$ cat config.mk
export PLATFORM = sky130hd
export DESIGN_NAME = dmae_engine
export DESIGN_NICKNAME = d
export VERILOG_FILES = /design/src/logic/dmae_pkg.sv /design/src/logic/dmae_prio.sv /design/src/logic/dmae_chan.sv /design/src/logic/dmae_engine.sv
export SDC_FILE = /design/constraint.sdc
export NUM_CORES = 1
export LEC_CHECK = 0
export ABC_CLOCK_PERIOD_IN_PS = 3600
export BUFFER_PORTS_ARGS = -buffer_cell sky130_fd_sc_hd__buf_2
export CORE_ASPECT_RATIO = 1.75
export CORE_UTILIZATION = 25
export CTS_BUF_LIST = sky130_fd_sc_hd__clkbuf_8
export DETAILED_ROUTE_END_ITERATION = 12
export PLACE_DENSITY = 0.39
export REMOVE_ABC_BUFFERS = 1
export SLEW_MARGIN = 20
export SYNTH_ARGS = -nofsm -noshare
export SYNTH_HDL_FRONTEND = slang
export SYNTH_SLANG_ARGS = --single-unit
$ cat constraint.sdc
create_clock -name clk -period 3.6 [get_ports clk]
set_clock_uncertainty 0.15 [all_clocks]
set_input_delay 0 -clock clk [delete_from_list [all_inputs] [get_ports clk]]
set_output_delay 0 -clock clk [all_outputs]
set_load 0.05 [all_outputs]
$ cat src/logic/dmae_pkg.sv
// Shared constants for the four-channel direct transfer engine.
// Assumes a single system clock and a synchronous active-low reset.
package dmae_pkg;

   // ----------------------------------------
   // Sizes
   // ----------------------------------------
   localparam int DMA_NUM_CH = 4;
   localparam int DMA_REGS_PER_CH = 8;
   localparam int DMA_ADDR_W = 24;
   localparam int DMA_CNT_W = 16;
   localparam int DMA_CH_W = 2;

   // ----------------------------------------
   // Channel wiring
   // ----------------------------------------
   // Primary source of channel 0 is reserved, secondary of channel 1 unused
   localparam logic [DMA_NUM_CH-1:0] DMA_PRIM_VALID = 4'hE;
   localparam logic [DMA_NUM_CH-1:0] DMA_SEC_VALID = 4'hD;
   // Set where the engine reads the requesting peripheral (write to addressed device)
   localparam logic [DMA_NUM_CH-1:0] DMA_HW_DIR = 4'h5;

   // ----------------------------------------
   // Item sizes in bytes
   // ----------------------------------------
   localparam int DMA_ITEM_BYTES_8 = 1;
   localparam int DMA_ITEM_BYTES_16 = 2;

   // ----------------------------------------
   // Engine states
   // ----------------------------------------
   typedef enum logic [1:0] {
      DMAE_IDLE,
      DMAE_ARB,
      DMAE_XFER,
      DMAE_TERM
   } dmae_state_e;

endpackage : dmae_pkg

$ cat src/logic/dmae_prio.sv
// Fixed priority picker, lowest index wins.
// Assumes pending bits come from logic on the same clock.
module dmae_prio
   import dmae_pkg::*;
#(
   parameter int NUM_CH = DMA_NUM_CH,
   parameter int CH_W = DMA_CH_W
) (
   input wire logic [NUM_CH-1:0] pending,
   output logic any,
   output logic [CH_W-1:0] winner
);

   // ----------------------------------------
   // Descending scan so channel 0 is taken last
   // ----------------------------------------
   always_comb begin
      any = 1'b0;
      winner = '0;
      for (int i = NUM_CH - 1; i >= 0; i--) begin
         if (pending[i]) begin
            any = 1'b1;
            winner = CH_W'(i);
         end
      end
   end

endmodule : dmae_prio

$ cat src/logic/dmae_chan.sv
// One channel: device-A address counter, block length counter, status.
// Assumes load and step never come in the same cycle.
module dmae_chan
   import dmae_pkg::*;
#(
   parameter int ADDR_W = DMA_ADDR_W,
   parameter int CNT_W = DMA_CNT_W
) (
   input wire logic clk,
   input wire logic rst_n,
   input wire logic load,
   input wire logic [ADDR_W-1:0] load_addr,
   input wire logic [CNT_W-1:0] load_count,
   input wire logic step,
   input wire logic step_en,
   input wire logic step_down,
   input wire logic size16,
   input wire logic tc_clear,
   output logic [ADDR_W-1:0] addr_r,
   output logic [ADDR_W-1:0] addr_nxt,
   output logic [CNT_W-1:0] count_r,
   output logic last,
   output logic tc_r,
   output logic active_r
);

   logic [ADDR_W-1:0] delta;

   // ----------------------------------------
   // Next address
   // ----------------------------------------
   always_comb begin
      delta = size16 ? ADDR_W'(DMA_ITEM_BYTES_16) : ADDR_W'(DMA_ITEM_BYTES_8);
      addr_nxt = addr_r;
      if (step && step_en) begin
         addr_nxt = step_down ? addr_r - delta : addr_r + delta;
      end
      last = step && (count_r == CNT_W'(1));
   end

   // ----------------------------------------
   // Counters
   // ----------------------------------------
   always_ff @(posedge clk) begin
      if (!rst_n) begin
         addr_r <= '0;
         count_r <= '0;
      end else if (load) begin
         addr_r <= load_addr;
         count_r <= load_count;
      end else if (step) begin
         addr_r <= addr_nxt;
         count_r <= count_r - CNT_W'(1);
      end
   end

   // ----------------------------------------
   // Status, set wins over clear
   // ----------------------------------------
   always_ff @(posedge clk) begin
      if (!rst_n) begin
         tc_r <= 1'b0;
      end else if (last) begin
         tc_r <= 1'b1;
      end else if (tc_clear) begin
         tc_r <= 1'b0;
      end
   end

   always_ff @(posedge clk) begin
      if (!rst_n) begin
         active_r <= 1'b0;
      end else if (load) begin
         active_r <= (load_count != '0);
      end else if (last) begin
         active_r <= 1'b0;
      end
   end

endmodule : dmae_chan

$ cat src/logic/dmae_engine.sv
// Four-channel direct (flyby) transfer engine with bus arbitration.
// Assumes requesters, bus arbiter and debug logic share clk.
//
// Functional notes
// - Requests come only from on-chip peripherals or software; no external request.
// - An enabled channel with a request first wins CPU bus mastership.
// - Channel picked one clock before the first bus clock; channel 0 highest.
// - Acknowledge goes to the requester during the bus cycle touching it.
// - On block end: set status, raise interrupt if enabled, then release bus.
// - Continuous policy with request still active runs another cycle, bus kept.
// - Next request sampled when acknowledge drops, then every rising edge.
// - Each channel picks flyby or memory copy; address mode independent of rest.
// - Four channels, 0 to 3, each with eight control registers.
// - Fixed source wiring per channel: serial rx/tx, audio and transcoder data.
// - Flyby moves each item in one bus cycle, never storing data.
// - Flyby never between two memories; one end is a flyby peripheral.
// - Intermittent releases bus after every cycle; continuous keeps it to end.
// - Peak rate: one item per three clocks intermittent, one per clock continuous.
// - The single flyby address comes from the device-A address counter.
// - Software requests: direction clear reads addressed device, set writes it; peripheral requests use DMA_HW_DIR.
// - Item size select picks 8 or 16 bits per flyby cycle.
// - After each item: length counter minus one, address counter stepped.
// - Debug halt pauses all channel activity; resumes when it drops.
module dmae_engine
   import dmae_pkg::*;
#(
   parameter int NUM_CH = DMA_NUM_CH,
   parameter int ADDR_W = DMA_ADDR_W,
   parameter int CNT_W = DMA_CNT_W,
   parameter int CH_W = DMA_CH_W
) (
   input wire logic clk,
   input wire logic rst_n,
   input wire logic bus_grant,
   input wire logic debug_halt,
   input wire logic [NUM_CH-1:0] chan_enable,
   input wire logic [NUM_CH-1:0] flyby_mode,
   input wire logic [NUM_CH-1:0] continuous_policy,
   input wire logic [NUM_CH-1:0] direction,
   input wire logic [NUM_CH-1:0] item_size_select,
   input wire logic [NUM_CH-1:0] addr_a_step_enable,
   input wire logic [NUM_CH-1:0] addr_a_step_direction,
   input wire logic [NUM_CH-1:0] primary_src_en,
   input wire logic [NUM_CH-1:0] secondary_src_en,
   input wire logic [NUM_CH-1:0] tc_irq_enable,
   input wire logic [NUM_CH-1:0] sw_request,
   input wire logic [NUM_CH-1:0] primary_req,
   input wire logic [NUM_CH-1:0] secondary_req,
   input wire logic load_strobe,
   input wire logic [CH_W-1:0] load_channel,
   input wire logic [ADDR_W-1:0] load_addr,
   input wire logic [CNT_W-1:0] load_count,
   input wire logic [NUM_CH-1:0] tc_clear,
   output logic bus_req,
   output logic bus_cycle,
   output logic [ADDR_W-1:0] bus_addr,
   output logic bus_write,
   output logic bus_size16,
   output logic [NUM_CH-1:0] ack_primary,
   output logic [NUM_CH-1:0] ack_secondary,
   output logic [NUM_CH-1:0] term_count,
   output logic [NUM_CH-1:0] chan_active,
   output logic [CH_W-1:0] cur_channel,
   output logic irq
);

   // ----------------------------------------
   // Declarations
   // ----------------------------------------
   dmae_state_e state_r;
   dmae_state_e state_nxt;
   logic [NUM_CH-1:0] prim_hit;
   logic [NUM_CH-1:0] sec_hit;
   logic [NUM_CH-1:0] pending;
   logic [NUM_CH-1:0] step_vec;
   logic [NUM_CH-1:0] last_vec;
   logic [NUM_CH-1:0] load_vec;
   logic [ADDR_W-1:0] ch_addr [NUM_CH];
   logic [ADDR_W-1:0] ch_addr_nxt [NUM_CH];
   logic any_pending;
   logic [CH_W-1:0] winner;
   logic [CH_W-1:0] sel_r;
   logic [CH_W-1:0] launch_ch;
   logic launch;
   logic cont_go;
   logic block_end;
   logic bus_req_r;
   logic bus_cycle_r;
   logic [ADDR_W-1:0] bus_addr_r;
   logic bus_write_r;
   logic bus_size16_r;
   logic [NUM_CH-1:0] ack_primary_r;
   logic [NUM_CH-1:0] ack_secondary_r;
   logic irq_r;

   // ----------------------------------------
   // Per-channel request forming and counters
   // ----------------------------------------
   for (genvar c = 0; c < NUM_CH; c++) begin : g_ch
      // Only on-chip sources: wired peripheral lines and software
      assign prim_hit[c] = primary_src_en[c] & primary_req[c] & DMA_PRIM_VALID[c];
      assign sec_hit[c] = secondary_src_en[c] & secondary_req[c] & DMA_SEC_VALID[c];
      // Memory copy channels are left to the indirect path
      assign pending[c] = chan_enable[c] & flyby_mode[c] & chan_active[c]
         & (prim_hit[c] | sec_hit[c] | sw_request[c]);
      assign step_vec[c] = (state_r == DMAE_XFER) && (sel_r == CH_W'(c));
      assign load_vec[c] = load_strobe && (load_channel == CH_W'(c));

      dmae_chan #(
         .ADDR_W(ADDR_W),
         .CNT_W(CNT_W)
      ) u_chan (
         .clk(clk),
         .rst_n(rst_n),
         .load(load_vec[c]),
         .load_addr(load_addr),
         .load_count(load_count),
         .step(step_vec[c]),
         .step_en(addr_a_step_enable[c]),
         .step_down(addr_a_step_direction[c]),
         .size16(item_size_select[c]),
         .tc_clear(tc_clear[c]),
         .addr_r(ch_addr[c]),
         .addr_nxt(ch_addr_nxt[c]),
         .count_r(),
         .last(last_vec[c]),
         .tc_r(term_count[c]),
         .active_r(chan_active[c])
      );
   end

   // ----------------------------------------
   // Fixed priority selection
   // ----------------------------------------
   dmae_prio #(
      .NUM_CH(NUM_CH),
      .CH_W(CH_W)
   ) u_prio (
      .pending(pending),
      .any(any_pending),
      .winner(winner)
   );

   // ----------------------------------------
   // Launch decision
   // ----------------------------------------
   always_comb begin
      block_end = |last_vec;
      // Request seen on the edge that ends the acknowledged cycle
      cont_go = continuous_policy[sel_r] && pending[sel_r] && !debug_halt
         && bus_grant && !block_end;
      launch = 1'b0;
      launch_ch = sel_r;
      if (state_r == DMAE_ARB) begin
         launch = bus_grant && any_pending && !debug_halt;
         launch_ch = winner;
      end else if (state_r == DMAE_XFER) begin
         launch = cont_go;
      end
   end

   // ----------------------------------------
   // State machine
   // ----------------------------------------
   always_comb begin
      state_nxt = state_r;
      case (state_r)
         DMAE_IDLE: begin
            if (any_pending && !debug_halt) begin
               state_nxt = DMAE_ARB;
            end
         end
         DMAE_ARB: begin
            if (launch) begin
               state_nxt = DMAE_XFER;
            end else if (!any_pending) begin
               state_nxt = DMAE_IDLE;
            end
         end
         DMAE_XFER: begin
            if (block_end) begin
               state_nxt = DMAE_TERM;
            end else if (cont_go) begin
               state_nxt = DMAE_XFER;
            end else begin
               state_nxt = DMAE_IDLE;
            end
         end
         DMAE_TERM: begin
            state_nxt = DMAE_IDLE;
         end
         default: begin
            state_nxt = DMAE_IDLE;
         end
      endcase
   end

   always_ff @(posedge clk) begin
      if (!rst_n) begin
         state_r <= DMAE_IDLE;
      end else begin
         state_r <= state_nxt;
      end
   end

   // ----------------------------------------
   // Serviced channel
   // ----------------------------------------
   always_ff @(posedge clk) begin
      if (!rst_n) begin
         sel_r <= '0;
      end else if (launch) begin
         sel_r <= launch_ch;
      end
   end

   // ----------------------------------------
   // Bus request
   // ----------------------------------------
   always_ff @(posedge clk) begin
      if (!rst_n) begin
         bus_req_r <= 1'b0;
      end else begin
         bus_req_r <= (state_nxt == DMAE_ARB) || (state_nxt == DMAE_XFER)
            || (state_nxt == DMAE_TERM);
      end
   end

   // ----------------------------------------
   // Single flyby bus cycle
   // ----------------------------------------
   always_ff @(posedge clk) begin
      if (!rst_n) begin
         bus_cycle_r <= 1'b0;
         bus_addr_r <= '0;
         bus_write_r <= 1'b0;
         bus_size16_r <= 1'b0;
      end else if (launch) begin
         bus_cycle_r <= 1'b1;
         bus_addr_r <= ch_addr_nxt[launch_ch];
         if (prim_hit[launch_ch] || sec_hit[launch_ch]) begin
            bus_write_r <= DMA_HW_DIR[launch_ch];
         end else begin
            bus_write_r <= direction[launch_ch];
         end
         bus_size16_r <= item_size_select[launch_ch];
      end else begin
         bus_cycle_r <= 1'b0;
         bus_addr_r <= '0;
         bus_write_r <= 1'b0;
         bus_size16_r <= 1'b0;
      end
   end

   // ----------------------------------------
   // Acknowledge to the implied peripheral
   // ----------------------------------------
   always_ff @(posedge clk) begin
      if (!rst_n) begin
         ack_primary_r <= '0;
         ack_secondary_r <= '0;
      end else begin
         ack_primary_r <= '0;
         ack_secondary_r <= '0;
         if (launch && prim_hit[launch_ch]) begin
            ack_primary_r[launch_ch] <= 1'b1;
         end else if (launch && sec_hit[launch_ch]) begin
            ack_secondary_r[launch_ch] <= 1'b1;
         end
      end
   end

   // ----------------------------------------
   // Block-end interrupt
   // ----------------------------------------
   always_ff @(posedge clk) begin
      if (!rst_n) begin
         irq_r <= 1'b0;
      end else begin
         irq_r <= |((term_count | last_vec) & tc_irq_enable);
      end
   end

   // ----------------------------------------
   // Outputs
   // ----------------------------------------
   assign bus_req = bus_req_r;
   assign bus_cycle = bus_cycle_r;
   assign bus_addr = bus_addr_r;
   assign bus_write = bus_write_r;
   assign bus_size16 = bus_size16_r;
   assign ack_primary = ack_primary_r;
   assign ack_secondary = ack_secondary_r;
   assign cur_channel = sel_r;
   assign irq = irq_r;

endmodule : dmae_engine

**Word level (Yosys, flattened, before mapping)**

Cells that the tools add are included.

- Muxes and demuxes: 82
- $lt $le $gt $ge: 4
- Bitwise logic cells: 29
- Add/subtract/negate cells: 12
- Reductions and logical operators: 52
- Equality and inequality tests: 16

Operators by type and width:

| cell | number |
|---|---|
| $mux 24 | 18 |
| $mux 16 | 8 |
| $add 24x24->24 | 4 |
| $sub 24x24->24 | 4 |
| $eq 16x1->1 const B | 4 |
| $sub 16x1->16 const B | 4 |
| $bmux 24 s2 | 1 |
| $mux 1 | 32 |
| $mux 2 | 14 |
| $logic_and 1x1->1 | 26 |
| $reduce_bool 2->1 | 12 |
| $and 1x1->1 | 18 |
| $eq 2x2->1 const B | 8 |
| $reduce_bool 16->1 | 1 |
| $bmux 1 s2 | 7 |
| $eq 2x1->1 const B | 4 |
| $pmux 2 s4 | 1 |
| $reduce_or 4->1 | 2 |
| $logic_not 2->1 | 3 |
| $lt 2x3->1 const B | 2 |
| $or 1x1->1 | 6 |
| $and 4x4->4 | 1 |
| $or 4x4->4 | 1 |
| $reduce_and 2->1 | 2 |
| other kinds (8) | 12 |

- Output and inout bits: 47
- Bits of input ports: 103
- Word-level logic and storage cells: 221
- Bits in registers: 209

**Depth between registers and ports, before layout**

- Word-level depth: 17
- Gate-level depth with buffers: 14

**By module**

A second synthesis with hierarchy kept.

- Cell total of the unflattened synthesis: 2073
- Area, all modules: 16375.7 sq um

Modules (own cells, without submodules):

| module | cells an instance | instances | area an instance (sq um) |
|---|---|---|---|
| dmae_chan at g_ch[1].u_chan ... | 477 | 3 | 3508.4 |
| dmae_chan at g_ch[0].u_chan | 442 | 1 | 3375.7 |
| dmae_engine | 193 | 1 | 2439.8 |
| dmae_prio | 7 | 1 | 35.0 |

**Worst setup path after synthesis**

Ideal clock, no wire load.

- Path type: reg-to-reg
- Start: register sel_r[1] (netlist: cur_channel[1])
- End: register ack_secondary_r[0] (netlist: ack_secondary[0])
- Required time: 3385 ps
- Arrival: 3009 ps
- Slack: 376 ps
- Path buffers: 1
- Setup time: 65 ps
- Stages on the path, launching flop included: 11
- Path through: dfxtp_1 -> buf_4 -> nand4bb_2 -> nor3_2 -> and3b_1 -> and3b_4 -> or4_4 -> o31ai_4 -> nand2_4 -> or4b_1 -> nor2_1

- Longest elaborated chain between the ends: 11

Ends and longest elaborated chain:

| what | RTL line | text |
|---|---|---|
| start, declared | dmae_engine.sv:82 | `logic [CH_W-1:0] sel_r;` |
| start signal, assigned | dmae_engine.sv:213 | `sel_r <= launch_ch;` |
| $bmux 1 s2 (tied with other cells) | dmae_engine.sv:150 | `cont_go = continuous_policy[sel_r] && pending[sel_r] && !debug_halt` |
| $mux 1 (implied by the code) or $logic_and 1x1->1 (tied branches) | dmae_engine.sv:150, dmae_engine.sv:106 |  |
| $logic_and 1x1->1, on equally long branches | dmae_engine.sv:150, dmae_chan.sv:38 |  |
| $logic_and 1x1->1 or $reduce_or 4->1 (tied branches) | dmae_engine.sv:150, dmae_engine.sv:148 |  |
| $logic_and 1x1->1 or $logic_not 1->1 (tied branches) | dmae_engine.sv:151 | `&& bus_grant && !block_end;` |
| $logic_and 1x1->1 | dmae_engine.sv:151 |  |
| $mux 1 | dmae_engine.sv:157 | `end else if (state_r == DMAE_XFER) begin` |
| $mux 1 | dmae_engine.sv:154 | `if (state_r == DMAE_ARB) begin` |
| $logic_and 1x1->1 | dmae_engine.sv:267 | `end else if (launch && sec_hit[launch_ch]) begin` |
| $not 1->1 (no line) | n/a |  |
| $reduce_or 3->1 (no line) | n/a |  |
| end signal, assigned | dmae_engine.sv:261 | `ack_secondary_r <= '0;` |
| end signal, assigned | dmae_engine.sv:264 | `ack_secondary_r <= '0;` |
| end signal, assigned by index | dmae_engine.sv:268 | `ack_secondary_r[launch_ch] <= 1'b1;` |
| end, declared | dmae_engine.sv:93 | `logic [NUM_CH-1:0] ack_secondary_r;` |

Several ways; a longest one is shown, not always the timed one. The select of a mux whose other input is x is not followed.
A chain may end at the register's enable or synchronous reset.

**Worst setup path after layout**

- Start: register g_ch[3].u_chan.addr_r[1]
- End: register g_ch[3].u_chan.addr_r[21]

- Longest elaborated chain between the ends: 5

Ends and longest elaborated chain:

| what | RTL line | text |
|---|---|---|
| start, declared | dmae_chan.sv:19 | `output logic [ADDR_W-1:0] addr_r,` |
| start signal, assigned | dmae_chan.sv:49 | `addr_r <= load_addr;` |
| start signal, assigned | dmae_chan.sv:52 | `addr_r <= addr_nxt;` |
| $add 24x24->24 or $sub 24x24->24 (tied branches) | dmae_chan.sv:36 | `addr_nxt = step_down ? addr_r - delta : addr_r + delta;` |
| $mux 24 (*) | dmae_chan.sv:36 |  |
| $mux 24 (*) | dmae_chan.sv:35 | `if (step && step_en) begin` |
| $mux 24 (*) | dmae_chan.sv:51 | `end else if (step) begin` |
| $mux 24 (*) | dmae_chan.sv:48 | `end else if (load) begin` |

Every way passes the cells marked *; elsewhere a longest branch is shown, timed or not. The select of a mux whose other input is x is not followed.

==> run_summary.xml <==
<?xml version="1.0" encoding="UTF-8"?>
<metrics>
  <group name="yosys">
    <metric name="leading_area_contributor_after_synthesis" unit="">sky130_fd_sc_hd__dfxtp_1</metric>
    <metric name="yosys-top-cells-area" unit="">sky130_fd_sc_hd__dfxtp_1 28%, sky130_fd_sc_hd__ha_1 8.4%, sky130_fd_sc_hd__a21oi_1 5.7%, sky130_fd_sc_hd__nor2_1 5.7%, sky130_fd_sc_hd__a211oi_1 5.4%</metric>
    <metric name="yosysWarningCount" unit="">0</metric>
    <metric name="yosys.cell_count.top_type" unit="">sky130_fd_sc_hd__nor2_1</metric>
    <metric name="number_of_synthesized_register_bits" unit="">209</metric>
    <metric name="synth.top_cell.area_share" unit="%">28.07</metric>
    <metric name="synth_enable_flop_cells" unit="">0</metric>
    <metric name="synth.distinct_cells" unit="">80</metric>
    <metric name="seq_area_frac_synth" unit="%">28.07</metric>
    <metric name="synth_area" unit="µm²">14900</metric>
    <metric name="synth_common_cells" unit="">228 x sky130_fd_sc_hd__nor2_1, 209 x sky130_fd_sc_hd__dfxtp_1, 183 x sky130_fd_sc_hd__nand2_1</metric>
    <metric name="post_synth_inst_count" unit="">1952</metric>
    <metric name="share_of_flip_flops_with_an_asynchronous_set_or_reset_after_synthesis" unit="%">0</metric>
    <metric name="synth-main-ff-cell" unit="">sky130_fd_sc_hd__dfxtp_1</metric>
    <metric name="post_synth.cell_area_avg" unit="µm²">7.635</metric>
  </group>
  <group name="sta">
    <metric name="hold_viol" unit="">0</metric>
    <metric name="finalCriticalPeriod" unit="ns">3.442</metric>
    <metric name="layout_worst_path_cycle_share" unit="%">95.61</metric>
    <metric name="final-setup-viol-count" unit="">0</metric>
    <metric name="slew_headroom" unit="%">25.41</metric>
    <metric name="slew_viol_final" unit="">0</metric>
    <metric name="grt_setup_unrepaired" unit="">false</metric>
    <metric name="totalNegativeSetupSlack" unit="ns">0</metric>
    <metric name="worstMarginPinSlew" unit="ns">1.119</metric>
    <metric name="max_clock_freq" unit="GHz">0.2905</metric>
  </group>
  <group name="hold_path">
    <metric name="hold_path_depth" unit="">6</metric>
    <metric name="worstHoldStart" unit="">addr_a_step_enable[3]</metric>
    <metric name="hold_path_end" unit="">g_ch[3].u_chan.addr_r[18]$_SDFFE_PN0P_</metric>
    <metric name="hold_path.class" unit="">in -&gt; reg</metric>
  </group>
  <group name="global_routing">
    <metric name="largest_net_degree_at_the_start_of_global_routing" unit="">76</metric>
    <metric name="global_route.usage.total" unit="%">19.33</metric>
    <metric name="first_global_vias" unit="">15890</metric>
    <metric name="global_route_wire_length_before_repair" unit="µm">90480</metric>
    <metric name="antenna_found_initial" unit="">1</metric>
    <metric name="overflow" unit="">0</metric>
  </group>
  <group name="finish">
    <metric name="post_route_cells_drive_above_1_share" unit="%">14.77</metric>
    <metric name="finish.utilization" unit="%">31.50</metric>
    <metric name="final_net_count" unit="">2410</metric>
    <metric name="areaGrowthSynthToFinish" unit="%">24.83</metric>
  </group>
  <group name="setup_path">
    <metric name="critical_path_buf_inv_count" unit="">2</metric>
    <metric name="timing.critical_path.fanout_max" unit="">3</metric>
    <metric name="timing.rr.end" unit="">g_ch[3].u_chan.addr_r[21]$_SDFFE_PN0P_</metric>
    <metric name="slowest_stage" unit="">sky130_fd_sc_hd__dlygate4sd3_1</metric>
    <metric name="reg2reg_setup_slack" unit="ns">0.16</metric>
    <metric name="cpLargestDelayFamily" unit="">compound AO/OA/AOI/OAI gates</metric>
    <metric name="critPathRequiredTime" unit="ns">3.99</metric>
    <metric name="path_class" unit="">reg -&gt; reg</metric>
    <metric name="worstPathArrival" unit="ns">3.83</metric>
    <metric name="worst_r2r_path_depth" unit="">12</metric>
    <metric name="crit-reg2reg-launch" unit="">g_ch[3].u_chan.addr_r[1]$_SDFFE_PN0P_</metric>
    <metric name="path_cells" unit="">ha_1 -&gt; nor2b_1 -&gt; o31a_1 -&gt; o2111a_1 -&gt; o31ai_1 -&gt; buf_4 -&gt; a21oi_1 -&gt; a311oi_1 -&gt; xnor2_1 -&gt; mux2i_1 -&gt; a211oi_1 -&gt; dlygate4sd3_1</metric>
    <metric name="cpPeakStageDelay" unit="ns">0.57</metric>
    <metric name="critPathCaptureType" unit="">register</metric>
    <metric name="crit_path_start_kind" unit="">register</metric>
  </group>
  <group name="clocking">
    <metric name="htree_num_levels" unit="">2</metric>
    <metric name="clock_tree.buffer_depth" unit="">3</metric>
    <metric name="tritoncts" unit="">yes</metric>
    <metric name="cts.clk_slew.worst_paths" unit="ns">0.06</metric>
    <metric name="cts_inserted_buffers" unit="">40</metric>
    <metric name="clock_tree.root_cell" unit="">sky130_fd_sc_hd__clkbuf_8</metric>
    <metric name="post-cts-setup-buffers" unit="">0</metric>
    <metric name="clock_sinks" unit="">209</metric>
    <metric name="clk_latency" unit="ns">0.59</metric>
  </group>
  <group name="place">
    <metric name="detailedPlacementHpwl" unit="µm">44410</metric>
    <metric name="placer_congestion" unit="">0.8830</metric>
    <metric name="io_buffers" unit="">145</metric>
  </group>
  <group name="floorplan">
    <metric name="io_pins" unit="">150</metric>
    <metric name="coreArea" unit="µm²">59060</metric>
    <metric name="die-width" unit="µm">186.6</metric>
    <metric name="num_rows" unit="">118</metric>
    <metric name="start_util" unit="%">25.24</metric>
    <metric name="die_y" unit="µm">325.0</metric>
    <metric name="design.die.area" unit="µm²">60630</metric>
  </group>
  <group name="flow_run">
    <metric name="maxCapViolCount" unit="">0</metric>
  </group>
  <group name="route">
    <metric name="routed-via-count" unit="">15494</metric>
    <metric name="route.detailed.vias_per_inst" unit="">5.149</metric>
    <metric name="wl" unit="µm">59800</metric>
    <metric name="drt-wirelength-per-cell" unit="µm">19.87</metric>
    <metric name="first_iter_violations" unit="">712</metric>
    <metric name="dr.pass1.iters" unit="">5</metric>
    <metric name="remaining_drc_errors" unit="">0</metric>
    <metric name="route.antenna.remaining_nets" unit="">0</metric>
  </group>
  <group name="power">
    <metric name="total_leakage_power" unit="nW">7.631</metric>
    <metric name="vdd_ir_drop_max" unit="mV">0.4235</metric>
    <metric name="power_per_cell_area" unit="nW/µm²">338.1</metric>
  </group>
  <group name="run_status">
    <metric name="status" unit="">finished clean</metric>
  </group>
</metrics>
-- registers in the layout, summed over array words and instances (netlist names) --
| register | cells |
|---|---|
| g_ch.u_chan.addr_r | 96 |
| g_ch.u_chan.count_r | 64 |
| bus_addr | 24 |
| ack_primary | 4 |
| ack_secondary | 4 |
| g_ch.u_chan.active_r | 4 |
| g_ch.u_chan.tc_r | 4 |
| cur_channel | 2 |
| state_r | 2 |
| bus_cycle | 1 |
| bus_req | 1 |
| bus_size16 | 1 |
| bus_write | 1 |
| irq | 1 |
-- logic make-up (layout without fill, tap and decap cells) --
| group | after synthesis | in the layout | share of synthesized area, % |
|---|---|---|---|
| compound gates | 634 | 634 | 28.04 |
| fa+ha+maj | 104 | 104 | 8.933 |
| mux | 31 | 31 | 2.191 |
| xor+xnor | 93 | 93 | 5.466 |
| flops | 209 | 209 | 28.07 |
| simple gates | 711 | 711 | 22.77 |
| other cells | 1 | 3 | 0.02516 |
| buf+inv | 169 | 444 | 4.500 |
-- area by class of cell --
cell class / count / area (µm²)
Clock inverter: 19 / 135.1
Fill cell: 6498 / 40450
Tap cell: 780 / 975.9
Sequential cell: 209 / 4184
Multi-Input combinational cell: 1575 / 10110
Timing Repair Buffer: 320 / 2315
Clock buffer: 48 / 660.6
Antenna cell: 1 / 2.502
Inverter: 57 / 216.5
-- worst register-to-register path, delay by kind of cell, from the launching register on --
family / cells / cell delay, ns
fa+ha+maj: 1 / 0.29
simple gates: 1 / 0.14
mux: 1 / 0.10
compound gates: 6 / 1.49
flops: 1 / 0.32
xor+xnor: 1 / 0.15
buf+inv: 2 / 0.75
-- power by group --
part           switching (mW)  total (mW)  internal [mW]
Sequential             0.0683        2.48           2.41
Combinational           0.745        1.28          0.532
Clock                    1.19        2.54           1.35
Total                    2.01        6.29           4.29
-- metal layers --
metal | track usage [%] | routed length [µm] | share of wire, %
met4 | 10.16 | 3012 | 5.0
met1 | 19.18 | 21820 | 36
met5 | 0 | 0 | 0
met2 | 38.75 | 33250 | 56
met3 | 1.910 | 1715 | 2.9
-- worst max-delay path by stage --
| stage | from | endpoint | slack [ns] | cells after the start |
|---|---|---|---|---|
| detailed placement | g_ch[1].u_chan.addr_r[0]$_SDFFE_PN0P_ | bus_addr[22]$_SDFF_PN0_ | 0.04 | 13 |
| global placement | g_ch[1].u_chan.addr_r[0]$_SDFFE_PN0P_ | bus_addr[22]$_SDFF_PN0_ | 0.05 | 13 |
| global route | g_ch[2].u_chan.count_r[6]$_SDFFE_PN0P_ | ack_primary[1]$_SDFF_PN0_ | 0.006 | 10 |
| finish | g_ch[3].u_chan.addr_r[1]$_SDFFE_PN0P_ | g_ch[3].u_chan.addr_r[21]$_SDFFE_PN0P_ | 0.16 | 12 |
| floorplan | g_ch[3].u_chan.active_r$_SDFFE_PN0P_ | bus_addr[19]$_SDFF_PN0_ | -1.26 | 7 |
| CTS | g_ch[1].u_chan.addr_r[0]$_SDFFE_PN0P_ | bus_addr[22]$_SDFF_PN0_ | 0.006 | 13 |
-- metrics by stage --
| step | worst slack [ns] | cells | cell area [µm²] | power (mW) | hold WS [ns] |
|---|---|---|---|---|---|
| final | 0.1582 | 3009 | 18600 | 6.291 | 0.03369 |
| after floorplan | -1.260 | 1841 | 14450 | 3.276 | -0.03249 |
| after detailed placement | 0.03693 | 2851 | 16880 | 3.733 | 0.1259 |
| after CTS | 0.005807 | 3008 | 18580 | 6.412 | 0.01233 |
| after global routing | 0.006480 | 3009 | 18600 | 6.618 | 0.07729 |
| after global placement | 0.05350 | 2851 | 16880 | 3.723 | 0.1333 |
-- cell usage in the layout, fill, tap and decap left out, drive strengths merged, types with 24 or more instances in the layout --
master	n
nand3	46
xnor2	62
nor2	228
o21ai	104
nor4	27
mux2i	27
inv	69
buf	230
ha	100
a21oi	171
nand2	184
nor3	69
or3	36
clkbuf	48
o211ai	28
a211oi	108
dlygate4sd3	90
dfxtp	209
a311oi	24
a21o	46
xor2	31
-- repair_timing --
action / in CTS / in global routing
endpoints found under the setup margin: 0 / 7
gates resized for setup: 0 / 5
hold buffers: 90 / 0
endpoints found under the hold margin: 193 / 0
Note: power is estimated with default switching activity, not from simulation.
